==> src/rtl/udc_pkg.sv <==
// udc_pkg: shared constants, register map and decode function of the up/down counter block
package udc_pkg;

  // counter geometry
  localparam int UDC_CNT_W = 4;                 // count width in bits
  localparam int UDC_IRQ_N = 3;                 // number of interrupt sources

  // apb register byte offsets
  localparam logic [7:0] UDC_OFF_CTRL     = 8'h00;  // source select and software pin levels
  localparam logic [7:0] UDC_OFF_PRELOAD  = 8'h04;  // software preload data
  localparam logic [7:0] UDC_OFF_STATUS   = 8'h08;  // live count, terminal and ripple state
  localparam logic [7:0] UDC_OFF_INT_STAT = 8'h0C;  // sticky event bits, read only
  localparam logic [7:0] UDC_OFF_INT_EN   = 8'h10;  // interrupt enable mask
  localparam logic [7:0] UDC_OFF_INT_CLR  = 8'h14;  // write one to clear, write only

  // control register fields
  localparam int UDC_CTRL_W      = 5;             // implemented control bits
  localparam int UDC_CTRL_SRC    = 0;             // 1: software drives the counter inputs
  localparam int UDC_CTRL_LOAD_N = 1;             // software parallel load, active low
  localparam int UDC_CTRL_CE_N   = 2;             // software count enable, active low
  localparam int UDC_CTRL_DOWN   = 3;             // software direction, 1 = down
  localparam int UDC_CTRL_CLK    = 4;             // software count clock level
  localparam logic [UDC_CTRL_W-1:0] UDC_CTRL_RST = 5'h06;  // pins selected, load and enable idle

  // status register fields
  localparam int UDC_STAT_TC   = 4;               // terminal count level
  localparam int UDC_STAT_RC_N = 5;               // ripple clock level
  localparam int UDC_STAT_DOWN = 6;               // direction in effect

  // interrupt bit positions
  localparam int UDC_IRQ_TC   = 0;                // terminal count became high
  localparam int UDC_IRQ_WRAP = 1;                // a step left the terminal value
  localparam int UDC_IRQ_LOAD = 2;                // a parallel load began

  // reset values
  localparam logic [UDC_CNT_W-1:0] UDC_PRELOAD_RST = 4'h0;
  localparam logic [UDC_IRQ_N-1:0] UDC_INT_EN_RST  = 3'h0;

  // terminal value for the selected direction: all ones going up, zero going down
  function automatic logic udc_term(input logic [UDC_CNT_W-1:0] v, input logic down);
    logic hit;
    hit = down ? (v == {UDC_CNT_W{1'b0}}) : (v == {UDC_CNT_W{1'b1}});
    return hit;
  endfunction : udc_term

endpackage : udc_pkg

==> src/rtl/udc_step_core.sv <==
// udc_step_core: count register with load, hold and up/down stepping
`timescale 1ns/1ns
module udc_step_core #(
  parameter int W = 4
) (
  // clock and reset
  input  wire logic         clk,
  input  wire logic         rst_n,
  // counter controls
  input  wire logic         load_n,
  input  wire logic [W-1:0] preload,
  input  wire logic         ce_n,
  input  wire logic         down,
  input  wire logic         cnt_clk,
  // results
  output logic [W-1:0]      count_value,
  output logic              wrap_pulse
);

  logic [W-1:0] count_r;        // stored count, all bits in one register
  logic [W-1:0] count_nxt;      // next count
  logic         clk_prev_r;     // count clock level at the previous edge
  logic         rise;           // rising edge of the count clock seen this cycle
  logic         step;           // a step is taken this cycle
  logic [W-1:0] one_w;          // constant one at count width

  assign one_w = {{(W-1){1'b0}}, 1'b1};
  assign rise  = cnt_clk & ~clk_prev_r;
  // load blocks stepping; a high enable holds the count
  assign step  = load_n & ~ce_n & rise;                          // RULE3 RULE4
  // modulo wrap falls out of the fixed width arithmetic
  assign count_nxt = !load_n ? preload :                         // RULE2
                     !step   ? count_r :
                     down    ? count_r - one_w : count_r + one_w; // RULE5 RULE17
  // load shows at the output at once, without waiting for an edge
  assign count_value = load_n ? count_r : preload;               // RULE2
  // leaving the terminal value by a step is a wrap
  assign wrap_pulse  = step & udc_pkg::udc_term(count_r, down);

  // all count bits update together on the one edge
  always_ff @(posedge clk) begin
    if (!rst_n) begin
      count_r    <= '0;
      clk_prev_r <= 1'b0;
    end else begin
      count_r    <= count_nxt;                                   // RULE1 RULE6
      clk_prev_r <= cnt_clk;
    end
  end

  hold_count_a: assert property (@(posedge clk) disable iff (!rst_n) // RULE4
    load_n && ce_n |=> count_r == $past(count_r))
    else $error("count moved while enable was high");
  step_dir_a: assert property (@(posedge clk) disable iff (!rst_n) // RULE5
    step |=> count_r == ($past(down) ? $past(count_r) - one_w : $past(count_r) + one_w))
    else $error("step went the wrong way");
  wrap_up_a: assert property (@(posedge clk) disable iff (!rst_n) // RULE17
    step && !down && count_r == {W{1'b1}} |=> count_r == '0)
    else $error("up count did not wrap to zero");
  edge_only_a: assert property (@(posedge clk) disable iff (!rst_n) // RULE6
    load_n && !rise |=> $stable(count_r))
    else $error("count changed without a clock rise");

endmodule : udc_step_core

==> src/rtl/udc_irq_bank.sv <==
// udc_irq_bank: sticky event bits, enable mask and level interrupt
`timescale 1ns/1ns
module udc_irq_bank #(
  parameter int N = 3
) (
  // clock and reset
  input  wire logic         clk,
  input  wire logic         rst_n,
  // events and software controls
  input  wire logic [N-1:0] set_i,
  input  wire logic [N-1:0] clr_i,
  input  wire logic [N-1:0] en_i,
  // state
  output logic [N-1:0]      stat_o,
  output logic              irq_o
);

  logic [N-1:0] stat_r;   // sticky status
  logic [N-1:0] stat_nxt; // set beats a clear in the same cycle

  assign stat_nxt = set_i | (stat_r & ~clr_i);
  assign stat_o   = stat_r;
  assign irq_o    = |(stat_r & en_i);

  // sticky bits survive until software clears them
  always_ff @(posedge clk) begin
    if (!rst_n) begin
      stat_r <= '0;
    end else begin
      stat_r <= stat_nxt;
    end
  end

  set_wins_a: assert property (@(posedge clk) disable iff (!rst_n)
    |set_i |=> (stat_r & $past(set_i)) == $past(set_i))
    else $error("event lost against a clear");

endmodule : udc_irq_bank

==> src/rtl/udc_counter_top.sv <==
// udc_counter_top: presettable 4-bit up/down counter with apb control and interrupts
`timescale 1ns/1ns
//
// Overview of operation
// RULE1: hold a presettable 4-bit up/down binary count
// RULE2: low load copies preload to count immediately
// RULE3: load overrides clock, direction and enable
// RULE4: high enable holds the count
// RULE5: enabled clock rise steps up or down
// RULE6: all count bits change together
// RULE7: terminal high at 15 up, 0 down
// RULE8: terminal holds until count or direction changes
// RULE9: enable never affects terminal count
// RULE10: ripple low during clock low at terminal
// RULE11: high enable keeps ripple output high
// RULE12: ripple returns high when clock rises
// RULE13: outside logic must not clock from terminal
// RULE14: ripple output may clock next stage
// RULE15: shared clock low must cover ripple chain
// RULE16: lookahead gates preceding terminals into enables
// RULE17: counting wraps modulo sixteen
module udc_counter_top #(
  parameter int W = udc_pkg::UDC_CNT_W
) (
  // clock and reset
  input  wire logic         clk,
  input  wire logic         rst_n,
  // apb slave
  input  wire logic         psel,
  input  wire logic         penable,
  input  wire logic         pwrite,
  input  wire logic [7:0]   paddr,
  input  wire logic [31:0]  pwdata,
  output logic [31:0]       prdata,
  output logic              pready,
  output logic              pslverr,
  // counter pins
  input  wire logic         parallel_load_n,
  input  wire logic [W-1:0] preload_value,
  input  wire logic         count_enable_n,
  input  wire logic         down_sel,
  input  wire logic         count_clock,
  // counter outputs
  output logic [W-1:0]      count_value,
  output logic              terminal_count,
  output logic              ripple_clock_n,
  // interrupt
  output logic              irq
);

  localparam int N = udc_pkg::UDC_IRQ_N;

  // software registers
  logic [udc_pkg::UDC_CTRL_W-1:0] ctrl_r;      // source select and software levels
  logic [W-1:0]                   preload_r;   // software preload data
  logic [N-1:0]                   int_en_r;    // interrupt mask
  logic [31:0]                    prdata_r;    // read data caught in the setup cycle

  // effective counter inputs after source selection
  logic         src_sw;     // software drives the counter
  logic         eff_load_n; // parallel load, active low
  logic [W-1:0] eff_pre;    // preload data
  logic         eff_ce_n;   // count enable, active low
  logic         eff_down;   // direction, 1 = down
  logic         eff_clk;    // count clock level

  // event detection
  logic         term_prev_r; // terminal level one cycle ago
  logic         load_prev_r; // load level one cycle ago
  logic         wrap_pulse;  // a step left the terminal value
  logic [N-1:0] ev_set;      // events into the sticky bank
  logic [N-1:0] ev_clr;      // clears from software
  logic [N-1:0] int_stat;    // sticky status

  // apb decode
  logic         setup_ph;    // first cycle of a transfer
  logic         acc_wr;      // write takes effect this edge
  logic         hit_ctrl;
  logic         hit_pre;
  logic         hit_stat;
  logic         hit_istat;
  logic         hit_ien;
  logic         hit_iclr;
  logic         hit_any;     // address is mapped
  logic [31:0]  rd_mux;      // read data for the addressed register
  logic [31:0]  status_word; // assembled status view

  // source selection: the register can take the pins over, which lets software
  // exercise the counter when nothing outside drives it
  assign src_sw     = ctrl_r[udc_pkg::UDC_CTRL_SRC];
  assign eff_load_n = src_sw ? ctrl_r[udc_pkg::UDC_CTRL_LOAD_N] : parallel_load_n;
  assign eff_pre    = src_sw ? preload_r : preload_value;
  assign eff_ce_n   = src_sw ? ctrl_r[udc_pkg::UDC_CTRL_CE_N] : count_enable_n;
  assign eff_down   = src_sw ? ctrl_r[udc_pkg::UDC_CTRL_DOWN] : down_sel;
  assign eff_clk    = src_sw ? ctrl_r[udc_pkg::UDC_CTRL_CLK] : count_clock;

  // count register, load path and stepping
  udc_step_core #(
    .W (W)
  ) u_core (
    .clk         (clk),
    .rst_n       (rst_n),
    .load_n      (eff_load_n),
    .preload     (eff_pre),
    .ce_n        (eff_ce_n),
    .down        (eff_down),
    .cnt_clk     (eff_clk),
    .count_value (count_value),
    .wrap_pulse  (wrap_pulse)
  );

  // terminal decode looks at the visible count and direction only; it is a
  // decode, so it can spike while bits settle and must not serve as a clock
  assign terminal_count = udc_pkg::udc_term(count_value, eff_down);     // RULE7 RULE9 RULE13

  // ripple output copies the low phase of the count clock at terminal,
  // gated by the enable, and releases as soon as the clock rises
  assign ripple_clock_n = ~(terminal_count & ~eff_ce_n & ~eff_clk);    // RULE10 RULE11 RULE12

  // events: terminal reached, wrap, and the start of a load
  assign ev_set[udc_pkg::UDC_IRQ_TC]   = terminal_count & ~term_prev_r;
  assign ev_set[udc_pkg::UDC_IRQ_WRAP] = wrap_pulse;
  assign ev_set[udc_pkg::UDC_IRQ_LOAD] = ~eff_load_n & load_prev_r;

  // previous levels for edge detection
  always_ff @(posedge clk) begin
    if (!rst_n) begin
      term_prev_r <= 1'b0;
      load_prev_r <= 1'b1;
    end else begin
      term_prev_r <= terminal_count;
      load_prev_r <= eff_load_n;
    end
  end

  // sticky status, mask and level interrupt
  udc_irq_bank #(
    .N (N)
  ) u_irq (
    .clk    (clk),
    .rst_n  (rst_n),
    .set_i  (ev_set),
    .clr_i  (ev_clr),
    .en_i   (int_en_r),
    .stat_o (int_stat),
    .irq_o  (irq)
  );

  // apb address decode
  assign setup_ph  = psel & ~penable;
  assign acc_wr    = psel & penable & pwrite;
  assign hit_ctrl  = (paddr == udc_pkg::UDC_OFF_CTRL);
  assign hit_pre   = (paddr == udc_pkg::UDC_OFF_PRELOAD);
  assign hit_stat  = (paddr == udc_pkg::UDC_OFF_STATUS);
  assign hit_istat = (paddr == udc_pkg::UDC_OFF_INT_STAT);
  assign hit_ien   = (paddr == udc_pkg::UDC_OFF_INT_EN);
  assign hit_iclr  = (paddr == udc_pkg::UDC_OFF_INT_CLR);
  assign hit_any   = hit_ctrl | hit_pre | hit_stat | hit_istat | hit_ien | hit_iclr;

  // clear register is write only; a set in the same cycle still wins
  assign ev_clr = (acc_wr && hit_iclr) ? pwdata[N-1:0] : '0;

  // status view of the live counter
  assign status_word = {25'h0, eff_down, ripple_clock_n, terminal_count, count_value};

  // read mux; write-only and unmapped addresses read as zero
  assign rd_mux = hit_ctrl  ? {27'h0, ctrl_r} :
                  hit_pre   ? {28'h0, preload_r} :
                  hit_stat  ? status_word :
                  hit_istat ? {29'h0, int_stat} :
                  hit_ien   ? {29'h0, int_en_r} :
                  32'h00000000;

  // zero wait states; the error flag only matters in the access phase
  assign pready  = 1'b1;
  assign pslverr = psel & penable & ~hit_any;
  assign prdata  = prdata_r;

  // software writes land at the access edge
  always_ff @(posedge clk) begin
    if (!rst_n) begin
      ctrl_r    <= udc_pkg::UDC_CTRL_RST;
      preload_r <= udc_pkg::UDC_PRELOAD_RST;
      int_en_r  <= udc_pkg::UDC_INT_EN_RST;
    end else if (acc_wr) begin
      if (hit_ctrl) ctrl_r    <= pwdata[udc_pkg::UDC_CTRL_W-1:0];
      if (hit_pre)  preload_r <= pwdata[W-1:0];
      if (hit_ien)  int_en_r  <= pwdata[N-1:0];
    end
  end

  // read data caught in the setup cycle so it is stable through the access
  always_ff @(posedge clk) begin
    if (!rst_n) begin
      prdata_r <= 32'h00000000;
    end else if (setup_ph) begin
      prdata_r <= pwrite ? 32'h00000000 : rd_mux;
    end
  end

  // checks on the outputs
  tc_decode_a: assert property (@(posedge clk) disable iff (!rst_n) // RULE7
    terminal_count == ((eff_down && count_value == 4'h0) || (!eff_down && count_value == 4'hF)))
    else $error("terminal count does not match count and direction");
  tc_hold_a: assert property (@(posedge clk) disable iff (!rst_n) // RULE8
    terminal_count ##1 ($stable(count_value) && $stable(eff_down)) |-> terminal_count)
    else $error("terminal count fell with count and direction unchanged");
  tc_no_ce_a: assert property (@(posedge clk) disable iff (!rst_n) // RULE9
    $changed(eff_ce_n) && $stable(count_value) && $stable(eff_down) |-> $stable(terminal_count))
    else $error("enable changed the terminal count");
  rc_pulse_a: assert property (@(posedge clk) disable iff (!rst_n) // RULE10
    terminal_count && !eff_ce_n && !eff_clk |-> !ripple_clock_n)
    else $error("ripple output missing during the low phase");
  rc_gate_a: assert property (@(posedge clk) disable iff (!rst_n) // RULE11
    eff_ce_n |-> ripple_clock_n)
    else $error("ripple pulse while disabled");
  rc_release_a: assert property (@(posedge clk) disable iff (!rst_n) // RULE12
    !ripple_clock_n ##1 eff_clk |-> ripple_clock_n)
    else $error("ripple output stayed low after the clock rose");
  load_now_a: assert property (@(posedge clk) disable iff (!rst_n) // RULE2
    !eff_load_n |-> count_value == eff_pre)
    else $error("load value not visible at once");
  load_wins_a: assert property (@(posedge clk) disable iff (!rst_n) // RULE3
    !eff_load_n ##1 !eff_load_n |-> count_value == eff_pre && $past(count_value) == $past(eff_pre))
    else $error("count moved during a load");
  irq_level_a: assert property (@(posedge clk) disable iff (!rst_n)
    irq == |(int_stat & int_en_r))
    else $error("interrupt does not follow masked status");
  unmapped_a: assert property (@(posedge clk) disable iff (!rst_n)
    psel && penable && !hit_any |-> pslverr && pready)
    else $error("unmapped access not flagged");

  // main scenarios
  up_wrap_c:   cover property (@(posedge clk) disable iff (!rst_n)
    wrap_pulse && !eff_down);
  down_wrap_c: cover property (@(posedge clk) disable iff (!rst_n)
    wrap_pulse && eff_down);
  rc_pulse_c:  cover property (@(posedge clk) disable iff (!rst_n)
    ripple_clock_n ##1 !ripple_clock_n ##1 ripple_clock_n);
  load_irq_c:  cover property (@(posedge clk) disable iff (!rst_n)
    ev_set[udc_pkg::UDC_IRQ_LOAD] ##1 irq);

endmodule : udc_counter_top

==> config.mk <==
export PLATFORM = sky130hd
export DESIGN_NAME = udc_counter_top
export DESIGN_NICKNAME = d
export VERILOG_FILES = /design/src/rtl/udc_pkg.sv /design/src/rtl/udc_step_core.sv /design/src/rtl/udc_irq_bank.sv /design/src/rtl/udc_counter_top.sv
export SDC_FILE = /design/constraint.sdc
export NUM_CORES = 1
export LEC_CHECK = 0
export ABC_AREA = 1
export BUFFER_PORTS_ARGS = -buffer_cell sky130_fd_sc_hd__buf_2
export CAP_MARGIN = 5
export CORE_ASPECT_RATIO = 1.1
export CORE_MARGIN = 3
export CORE_UTILIZATION = 48
export CTS_CLUSTER_DIAMETER = 120
export DETAILED_ROUTE_END_ITERATION = 16
export HOLD_SLACK_MARGIN = 0.06
export MAX_ROUTING_LAYER = met4
export PLACE_DENSITY_LB_ADDON = 0.05
export SLEW_MARGIN = 30
export SYNTH_ARGS = -nofsm -noshare
export SYNTH_HDL_FRONTEND = slang
export SYNTH_HIERARCHICAL = 1
export SYNTH_SLANG_ARGS = --single-unit
==> constraint.sdc <==
create_clock -name clk -period 2.65 [get_ports clk]
set_input_delay 0 -clock clk [delete_from_list [all_inputs] [get_ports clk]]
set_output_delay 0 -clock clk [all_outputs]
set_load 0.05 [all_outputs]
Word-level counts from Yosys, hierarchy flattened. Index checks and enable logic that the tools add are counted.

Flip-flop bits (word level): 54. Input port bits: 53. Output and inout port bits: 41.

Add/subtract/negate cells: 2. Equality and inequality tests: 8. Muxes and demuxes: 18. Bitwise logic cells: 29. Reduce and logical (&&, ||, !) cells: 8.

Operators by type and width (number): $mux 7 (4); $mux 4 (5); $eq 8x4->1 const B (2); $eq 8x5->1 const B (2); $and 1x1->1 (12); $mux 3 (3); $eq 4x4->1 const B (2); $eq 8x3->1 const B (1); $logic_not 4->1 (2); $logic_not 8->1 (1); $not 1->1 (8); $and 3x3->3 (2); $mux 1 (6); $reduce_and 2->1 (3); $or 1x1->1 (5); $add 4x1->4 const B (1); $sub 4x1->4 const B (1); $not 3->3 (1); $or 3x3->3 (1); $reduce_or 3->1 (1); $ne 2x1->1 const B (1); $logic_and 1x1->1 (1).

Depth between registers and ports, before layout. Gate-level depths: netlist (run 1).

Depth after elaboration: 11. Depth in mapped cells: 16. Mapped depth without buffers: 14.

By module. Netlist (run 1), hierarchy kept.

Modules (own cells, without submodules): udc_counter_top (instances 1, cells an instance 221, area each 1482.7 sq um); udc_step_core (instances 1, cells an instance 68, area each 452.9 sq um); udc_irq_bank (instances 1, cells an instance 20, area each 128.9 sq um).

Worst setup path after synthesis (run 1). No wires, ideal clock.

Path type: reg-to-reg. Start: register ctrl_r[0] (netlist name). End: register prdata_r[5], in the netlist prdata[5]. Setup time: 120 ps. Data arrival time: 3106 ps. Required time: 2530 ps. Slack: -576 ps. Stages on the path, launching flop included: 15. Clock period less this slack: 3226 ps. Path through: dfxtp_1 buf_6 inv_4 nand2_1 nand2_1 buf_6 inv_4 o21ai_0 nand4_1 nand2_1 nand2_2 inv_2 nand2_2 nand3_1 a21oi_1.

Word-level cells in the longest chain between the ends: 11. Elaborated cells between the ends (all ways): 18. Classes of those cells: 1 x eq/ne; 11 x mux; 5 x bitwise; 1 x reduce/logical.

Ends and longest elaborated chain: start: declaration (RTL line udc_counter_top.sv:54) `logic [udc_pkg::UDC_CTRL_W-1:0] ctrl_r;`; start signal: assignment (RTL line udc_counter_top.sv:182) `ctrl_r <= udc_pkg::UDC_CTRL_RST;`; start signal: assignment (RTL line udc_counter_top.sv:186) `if (hit_ctrl) ctrl_r <= pwdata[udc_pkg::UDC_CTRL_W-1:0];`; $mux 1 (*) (RTL line udc_counter_top.sv:91) `assign eff_load_n = src_sw ? ctrl_r[udc_pkg::UDC_CTRL_LOAD_N] : parallel_load_n;`; named net eff_load_n (RTL line udc_counter_top.sv:61) `logic eff_load_n;`; $mux 4 (*) (RTL line udc_step_core.sv:36) `assign count_value = load_n ? count_r : preload;`; named net count_value[1] (RTL line udc_counter_top.sv:44) `output logic [W-1:0] count_value,`; $eq 4x4->1 or $logic_not 4->1 (tied branches) (RTL line udc_pkg.sv:42) `hit = down ? (v == {UDC_CNT_W{1'b0}}) : (v == {UDC_CNT_W{1'b1}});`; $mux 1 (*) (RTL line udc_pkg.sv:42); named net terminal_count (RTL line udc_counter_top.sv:45) `output logic terminal_count,`; $and 1x1->1 (*) (2 in a row) (RTL line udc_counter_top.sv:118) `assign ripple_clock_n = ~(terminal_count & ~eff_ce_n & ~eff_clk);`; $not 1->1 (*) (RTL line udc_counter_top.sv:118); named net ripple_clock_n (RTL line udc_counter_top.sv:46) `output logic ripple_clock_n,`; $mux 7 (*) (RTL line udc_counter_top.sv:169) `hit_stat ? status_word :`; $mux 7 (*) (RTL line udc_counter_top.sv:168) `hit_pre ? {28'h0, preload_r} :`; $mux 7 (*) (RTL line udc_counter_top.sv:167) `assign rd_mux = hit_ctrl ? {27'h0, ctrl_r} :`; $mux 7 (*) (RTL line udc_counter_top.sv:197) `prdata_r <= pwrite ? 32'h00000000 : rd_mux;`; end signal: assignment (RTL line udc_counter_top.sv:197); end: declaration (RTL line udc_counter_top.sv:57) `logic [31:0] prdata_r;`.

The timed path passes the listed nets; every way through them passes the cells marked *. A chain may end at the register's enable or synchronous reset.

Worst setup path in the final report (run 1).
Start: register ctrl_r[0] (netlist name). End: output ripple_clock_n.

Word-level cells in the longest chain between the ends: 7. Elaborated cells between the ends (all ways): 14. Classes of those cells: 1 x eq/ne; 7 x mux; 5 x bitwise; 1 x reduce/logical.

Ends and longest elaborated chain (RTL line): $mux 1 (*) (udc_counter_top.sv:91); named net eff_load_n (udc_counter_top.sv:61); $mux 4 (*) (udc_step_core.sv:36); $eq 4x4->1 or $logic_not 4->1 (tied branches) (udc_pkg.sv:42); $mux 1 (*) (udc_pkg.sv:42); $and 1x1->1 (*) (2 in a row) (udc_counter_top.sv:118); $not 1->1 (*) (udc_counter_top.sv:118); end: declaration (udc_counter_top.sv:46).

Marked as above.

==> results of run 1 <==
## registers in the layout, indices dropped and copies added, names as in the netlist
signal	count
term_prev_r	1
preload_r	4
prdata	7
u_core/clk_prev_r	1
u_core/count_r	4
load_prev_r	1
u_irq/stat_o	3
int_en_r	3
ctrl_r	5
## routing by layer
layer	track usage (%)	routed length (um)	up-vias
li1	-	-	1031
met1	27.0	2260	882
met2	35.1	2430	38
met3	4.48	169	6
met4	6.18	54	0
met5	-	0	-
## per-stage QoR
| step | std cells | cell area (sq um) | setup WS [ps] | hold slack, ps | power [mW] |
|---|---|---|---|---|---|
| floorplan | 333 | 2160 | 217 | 97.6 | 0.713 |
| global placement | 397 | 2210 | 469 | 225 | 0.737 |
| detailed placement | 397 | 2210 | 458 | 229 | 0.739 |
| CTS | 411 | 2390 | 143 | 67.2 | 1.23 |
| global route | 411 | 2390 | 158 | 77.0 | 1.27 |
| finish | 411 | 2390 | 325 | 74.7 | 1.22 |
## critical path: cells and delay by family (launching register included)
kind                   cells  cell delay (ps)
AND/OR/NAND/NOR            7              670
AO/OA/AOI/OAI              1              210
buffers and inverters      4              660
flip-flops                 1              490
## timing repair
action / in CTS / in global routing
hold buffers: 6 / 0
setup endpoints to repair: 0 / 1
gates resized for setup: 0 / 1
hold endpoints to repair: 11 / 0
## cell families after synthesis
kind of cell    after synthesis  synth area share (%)
simple gates                158                  37.4
other cells                   2                 0.364
compound gates               45                  12.8
buf+inv                      71                  18.7
xor+xnor                      1                 0.424
flops                        29                  28.1
fa+ha+maj                     3                  2.18
## layout by cell type, fill, tap and decap left out, drive strengths merged
cell | synthesis | final
inv | 39 | 39
nor3 | 4 | 4
clkinv | 3 | 3
or2 | 1 | 1
fa | 1 | 1
dfxtp | 29 | 29
ha | 2 | 2
clkinvlp | 0 | 1
xor2 | 1 | 1
clkbuf | 1 | 6
o21bai | 3 | 3
o211ai | 2 | 2
a21oi | 20 | 20
conb | 2 | 26
nand3 | 28 | 28
and3 | 1 | 1
o21ai | 18 | 18
dlygate4sd3 | 0 | 6
nand4 | 1 | 1
a41oi | 1 | 1
buf | 28 | 41
nor2 | 33 | 33
bufinv | 0 | 1
nand2 | 90 | 90
a31oi | 1 | 1
## where the power goes
group          total [mW]  switching (mW)  leakage, nW  internal (mW)
Sequential          0.457          0.0102        0.236          0.447
Clock               0.483           0.177       0.0574          0.305
Combinational       0.280           0.213        0.959         0.0673
## area by class of cell
type | count | area (sq um) | share of cell area, %
clock buffers | 6 | 82.6 | 3.45
clock inverters | 2 | 37.5 | 1.57
inverters | 42 | 164 | 6.84
multi-input cells | 233 | 1200 | 49.9
flip-flops and latches | 29 | 582 | 24.3
well taps | 52 | 65.1 | 2.72
repair buffers | 47 | 268 | 11.2
## worst paths after layout
check                               start             end  slack [ps]
worst max-delay path            ctrl_r[0]  ripple_clock_n         320
worst min-delay path                rst_n     load_prev_r          70
worst max register to register  ctrl_r[0]       prdata[5]         610
worst min register to register  prdata[1]       prdata[1]         460
==> key figures, run 1 <==
Outcome
  – Status: finished clean

Final layout
  – # fillers: 420
  – Layout area overhead: 16.0%
  – Share of layout cells above drive strength 1: 26.2%
  – Antenna cell count: 0
  – Fin nets: 414
  – Final core utilization: 59.1%

Routing
  – Drt first pass iters: 4
  – Initial DRC count: 120
  – Post-DR wirelength/cell: 12.0 um
  – Via density per instance: between 4 and 5
  – DRT antenna net count: 0
  – Final wirelength: 4.92 mm
  – DRC: 0
  – Total number of vias: 1957

Die
  – Die width: ~70 um
  – Initial Utilization: 50.9%
  – Floorplan row count: 24
  – Die H: 74.8 um
  – Die Area: slightly above 5000 sq um
  – Core box area: slightly above 4000 sq um
  – IO Count: 94

STA
  – Fin crit period: between 2000 and 2500 ps
  – Hold Fails Final Rpt: 0
  – Tcrit/Tclk final: 87.8%
  – TNS Setup: 0 ps
  – Setup Viol. Count Final: 0
  – Achievable frequency: 430 MHz
  – RSZ-0062 raised after global routing: false
  – Final Max Tran Viols: 0
  – Clk_skew: 4.50 ps

Synth
  – Post-synth EDFFs: 0
  – Netlist cell types: 35
  – Yosys Warn Count: 6
  – Mapped Area: 2060 sq um
  – Synth Area per Inst: about 6.7 sq um
  – Count leader, synth: nand2_1
  – Flops & latches, synth: 29
  – Register area share after synthesis: 28.1%
  – Post-Synthesis Cells: 309
  – Post-synth top area cell: dfxtp_1
  – Synth top area cells: dfxtp_1 28%, nand2_1 14%, buf_4 9.5%
  – Top cell type's share of synthesized area: 28.1%
  – Fraction of registers with async set/reset: 0%
  – Most instantiated cells after synthesis: 78 x nand2_1, 29 x dfxtp_1, 28 x inv_1, 26 x buf_4, 26 x nand3_1
  – Synth Flop Type: dfxtp_1

Worst setup path
  – CP peak stage delay: between 400 and 500 ps
  – Startpoint Class: flip-flop
  – Required time worst endpoint: 2650 ps
  – Critical path class: flip-flop to output pin
  – Cell breakdown of the critical path: inv_4 -> nand2_1 -> nand2_1 -> buf_4 -> o21ai_2 -> nor2_1 -> nand2_1 -> nand2_2 -> nand2_2 -> inv_2 -> nand2_2 -> buf_2
  – Worst Path Arrival: 2330 ps
  – Worst R2R Path Depth: 13
  – Crit end category: output pin
  – Critical Path Slowest Stage Cell: dfxtp_2
  – Worst Path Max Fanout: 10

Global routing
  – Vias in the first global route: 1832
  – Initial antenna violation count: 0
  – All-layer global routing usage: a little over a fifth
  – First-pass GRT wire length: 8.09 mm
  – Largest net degree at the start of global routing: 17
  – GRT overflow: 0

Worst hold path
  – Worst min-delay path class: primary input to flip-flop
  – Hold Crit Depth: 2

Clocking
  – Setup Fix Bufs, Post-CTS: 0
  – CTS H-tree lvls: 2
  – Clk slew on worst S/H paths: 70 ps
  – Num CTS Buffers: 5
  – Clk Tree Root Cell: clkbuf_8
  – Clk Latency, worst-skew pair: between 200 and 300 ps
  – CTS Buffer Depth: 2
  – Sink Count: 29
  – CTS tree: yes

Placed design
  – Gp weighted congestion: 0.862
  – Placed wire-length estimate: 3.89 mm
  – Port bufs: 40

Run
  – Number of max-cap violations: 0

Pwr
  – Maximum ir drop on the vdd rail: slightly above 0.4 mV
  – P_leak: between 1 and 1.5 nW
  – Power per cell area: between 500 and 600 nW/um^2
No activity file was read; power rests on OpenSTA's default activity.
==> run 2: changes to the inputs <==
--- a/config.mk
+++ b/config.mk
@@ -10,12 +10,13 @@
 export CAP_MARGIN = 5
 export CORE_ASPECT_RATIO = 1.1
 export CORE_MARGIN = 3
-export CORE_UTILIZATION = 48
-export CTS_CLUSTER_DIAMETER = 120
+export CORE_UTILIZATION = 43
+export CTS_CLUSTER_DIAMETER = 200
 export DETAILED_ROUTE_END_ITERATION = 16
 export HOLD_SLACK_MARGIN = 0.06
 export MAX_ROUTING_LAYER = met4
 export PLACE_DENSITY_LB_ADDON = 0.05
+export SKIP_CTS_REPAIR_TIMING = 1
 export SLEW_MARGIN = 30
 export SYNTH_ARGS = -nofsm -noshare
 export SYNTH_HDL_FRONTEND = slang
==> constraint.sdc (replaced) <==
create_clock -name clk -period 1.9 [get_ports clk]
set_input_delay 0 -clock clk [delete_from_list [all_inputs] [get_ports clk]]
set_output_delay 0 -clock clk [all_outputs]
set_load 0.05 [all_outputs]
==> key figures, run 2 (synthesis gave the netlist of run 1 again) <==
Outcome
  – Status: finished clean (unchanged)

Final layout
  – Share of layout cells above drive strength 1: 29.2% (was 26.2%)
  – Largest register FFs: 7 (unchanged)
  – Fin area: 2510 sq um (was 2390 sq um)
  – Antenna cell count: 0 (unchanged)
  – Layout area overhead: 21.7% (was 16.0%)
  – Most common cell after layout, fill and taps aside: nand2_1 (unchanged)
  – # fillers: 472 (was 420)
  – Final std cells w/o fill: 417 (was 411)
  – Fin nets: 418 (was 414)
  – Most frequent cells in the layout: 73 x nand2_1, 38 x buf_2, 28 x inv_1, 27 x dfxtp_1, 26 x conb_1 (was 78 x nand2_1, 40 x buf_2, 28 x inv_1, 28 x dfxtp_1)

Pwr
  – Net switching power: 0.584 mW (was 0.400 mW)
  – P_leak: 1.29 nW (was 1.25 nW)
  – Maximum ir drop on the vdd rail: 0.479 mV (was 0.410 mV)
  – Share of power burned in the clock network: 38.3% (was 39.6%)
  – Pwr Total: 1.70 mW (was 1.22 mW)
  – Flop pwr share: 37.3% (was 37.5%)
  – Power per cell area: 678 nW/um^2 (was 509 nW/um^2)
  – Internal power: 1.12 mW (was 0.819 mW)
  – Part of the power in combinational logic: 24.3% (was 23.0%)
  – Switching portion of total power: 34.3% (was 32.8%)

Worst setup path
  – Required time worst endpoint: 1900 ps (was 2650 ps)
  – Worst Path Max Fanout: 9 (was 10)
  – Critical Path Slowest Stage Cell: dfxtp_4 (was dfxtp_2)
  – Crit end category: output pin (unchanged)
  – CP peak stage delay: 380 ps (was 490 ps)
  – Worst Path Arrival: 1800 ps (was 2330 ps)
  – Startpoint Class: flip-flop (unchanged)
  – Cell breakdown of the critical path: inv_8 -> buf_6 -> nand2_1 -> nand2_1 -> inv_1 -> o21ai_4 -> nand4_1 -> nand2_2 -> nand2_4 -> inv_6 -> nand2_8 -> buf_6 (was inv_4 -> nand2_1 -> nand2_1 -> buf_4 -> o21ai_2 -> nor2_1 -> nand2_1 -> nand2_2 -> nand2_2 -> inv_2 -> nand2_2 -> buf_2)
  – CP Buf/Inv Count: 5 (was 4)
  – Critical path class: flip-flop to output pin (unchanged)
  – Top delay family on crit path: buffers and inverters (was simple AND/OR/NAND/NOR gates)

Clocking
  – CTS Buffer Depth: 2 (unchanged)
  – CTS H-tree lvls: 2 (unchanged)
  – Num CTS Buffers: 5 (unchanged)
  – Sink Count: 29 (unchanged)
  – Clk Latency, worst-skew pair: 290 ps (was 280 ps)
  – Clk slew on worst S/H paths: 60 ps (was 70 ps)
  – Clk Tree Root Cell: clkbuf_8 (unchanged)
  – CTS tree: yes (unchanged)

Placed design
  – Placed wire-length estimate: 4.10 mm (was 3.89 mm)
  – Port bufs: 40 (unchanged)
  – Placement Cell Area: 2300 sq um (was 2210 sq um)
  – Gp weighted congestion: 0.901 (was 0.862)
  – Pre-CTS WS: 8.90 ps (was 458 ps)
  – Placed Cells: 402 (was 397)

Global routing
  – First-pass GRT wire length: 8.58 mm (was 8.09 mm)
  – Largest net degree at the start of global routing: 17 (unchanged)
  – Initial antenna violation count: 0 (unchanged)
  – GRT overflow: 0 (unchanged)
  – Vias in the first global route: 1896 (was 1832)
  – All-layer global routing usage: 19.5% (was 21.7%)

Die
  – Core box area: 4470 sq um (was 4050 sq um)
  – Die Area: 5670 sq um (was 5120 sq um)
  – Die width: 72.1 um (was 68.5 um)
  – Die H: 78.7 um (was 74.8 um)
  – Initial Utilization: 46.2% (was 50.9%)
  – Floorplan row count: 25 (was 24)
  – IO Count: 94 (unchanged)

STA
  – Fin crit period: 1800 ps
  – Clk_skew: 6.55 ps (was 4.50 ps)
  – Setup Viol. Count Final: 0 (unchanged)
  – Tcrit/Tclk final: 94.8%
  – Hold Fails Final Rpt: 0 (unchanged)
  – Achievable frequency: 555 MHz
  – PnR worst setup slack: 98.6 ps (was 325 ps)
  – Hold Slack: 16.2 ps (was 74.7 ps)
  – Final Max Tran Viols: 0 (unchanged)

Worst hold path
  – Worst min-delay path class: primary input to flip-flop (unchanged)

Routing
  – Final wirelength: 5.00 mm (was 4.92 mm)
  – DRC: 0 (unchanged)
  – Initial DRC count: 81 (was 120)
  – DRT antenna net count: 0 (unchanged)
  – Total number of vias: 1973 (was 1957)
  – Drt first pass iters: 4 (unchanged)
  – Post-DR wirelength/cell: 12.0 um (about the same)
  – Via density per instance: 4.73 (was 4.76)

Run
  – Number of max-cap violations: 0 (unchanged)
run 2: cell types whose count changed in the layout (fill, tap and decap cells not counted), sizes merged:
| cell | previous run | this run |
|---|---|---|
| dlygate4sd3 | 6 | 5 |
| buf | 41 | 46 |
| clkinv | 3 | 4 |
| clkbuf | 6 | 5 |
run 2: path summary, 6_finish.rpt:
path,cells past startpoint,slack (ps),endpoint,start
hold reg to reg,2,470,prdata[0],prdata[0]
setup reg to reg,8,190,u_core/count_r[2],ctrl_r[0]
hold / removal,3,20,ctrl_r[0],pwdata[0]
setup / recovery,12,100,ripple_clock_n,ctrl_r[0]
run 2: layout make-up:
class                           count  area [sq um]  area share [%]
Timing Repair Buffer               51           308            12.3
Multi-Input combinational cell    233          1260            50.0
Clock inverter                      3          46.3            1.84
Tap cell                           54          67.6            2.69
Inverter                           42           179            7.12
Sequential cell                    29           586            23.3
Clock buffer                        5          68.8            2.74
run 2: worst reg2reg max path, cell delays in order, from the launching register on:
cell and delay [ps]:
dfxtp_4 380, buf_4 160, o21ai_4 210, inv_2 80, fa_1 440, xor2_1 150
nor2_1 60, nor2_1 100, nor2_1 40
run 2: through the flow:
step / utilization (%) / TNS, ps
CTS: 54.0 / -559
detailed placement: 51.4 / 0
finish: 56.2 / 0
global placement: 51.4 / 0
global route: 56.2 / -5.61
floorplan: - / -121
run 2: routing by layer:
layer / up-vias / wire length (um) / GRT usage, %
met1: 882 / 2250 / 24.0
met4: 0 / 53 / 4.89
li1: 1033 / - / -
met2: 53 / 2460 / 32.3
met3: 5 / 242 / 3.97
met5: - / 0 / -
run 2: power groups by stage:
stage | Combinational (mW) | Sequential, mW | Clock, mW
4_1_cts | 0.397 | 0.637 | 0.669
5_1_grt | 0.451 | 0.637 | 0.695
6_report | 0.415 | 0.635 | 0.653
2_1_floorplan | 0.362 | 0.646 | 0
3_3_place_gp | 0.393 | 0.651 | 0
3_5_place_dp | 0.396 | 0.650 | 0
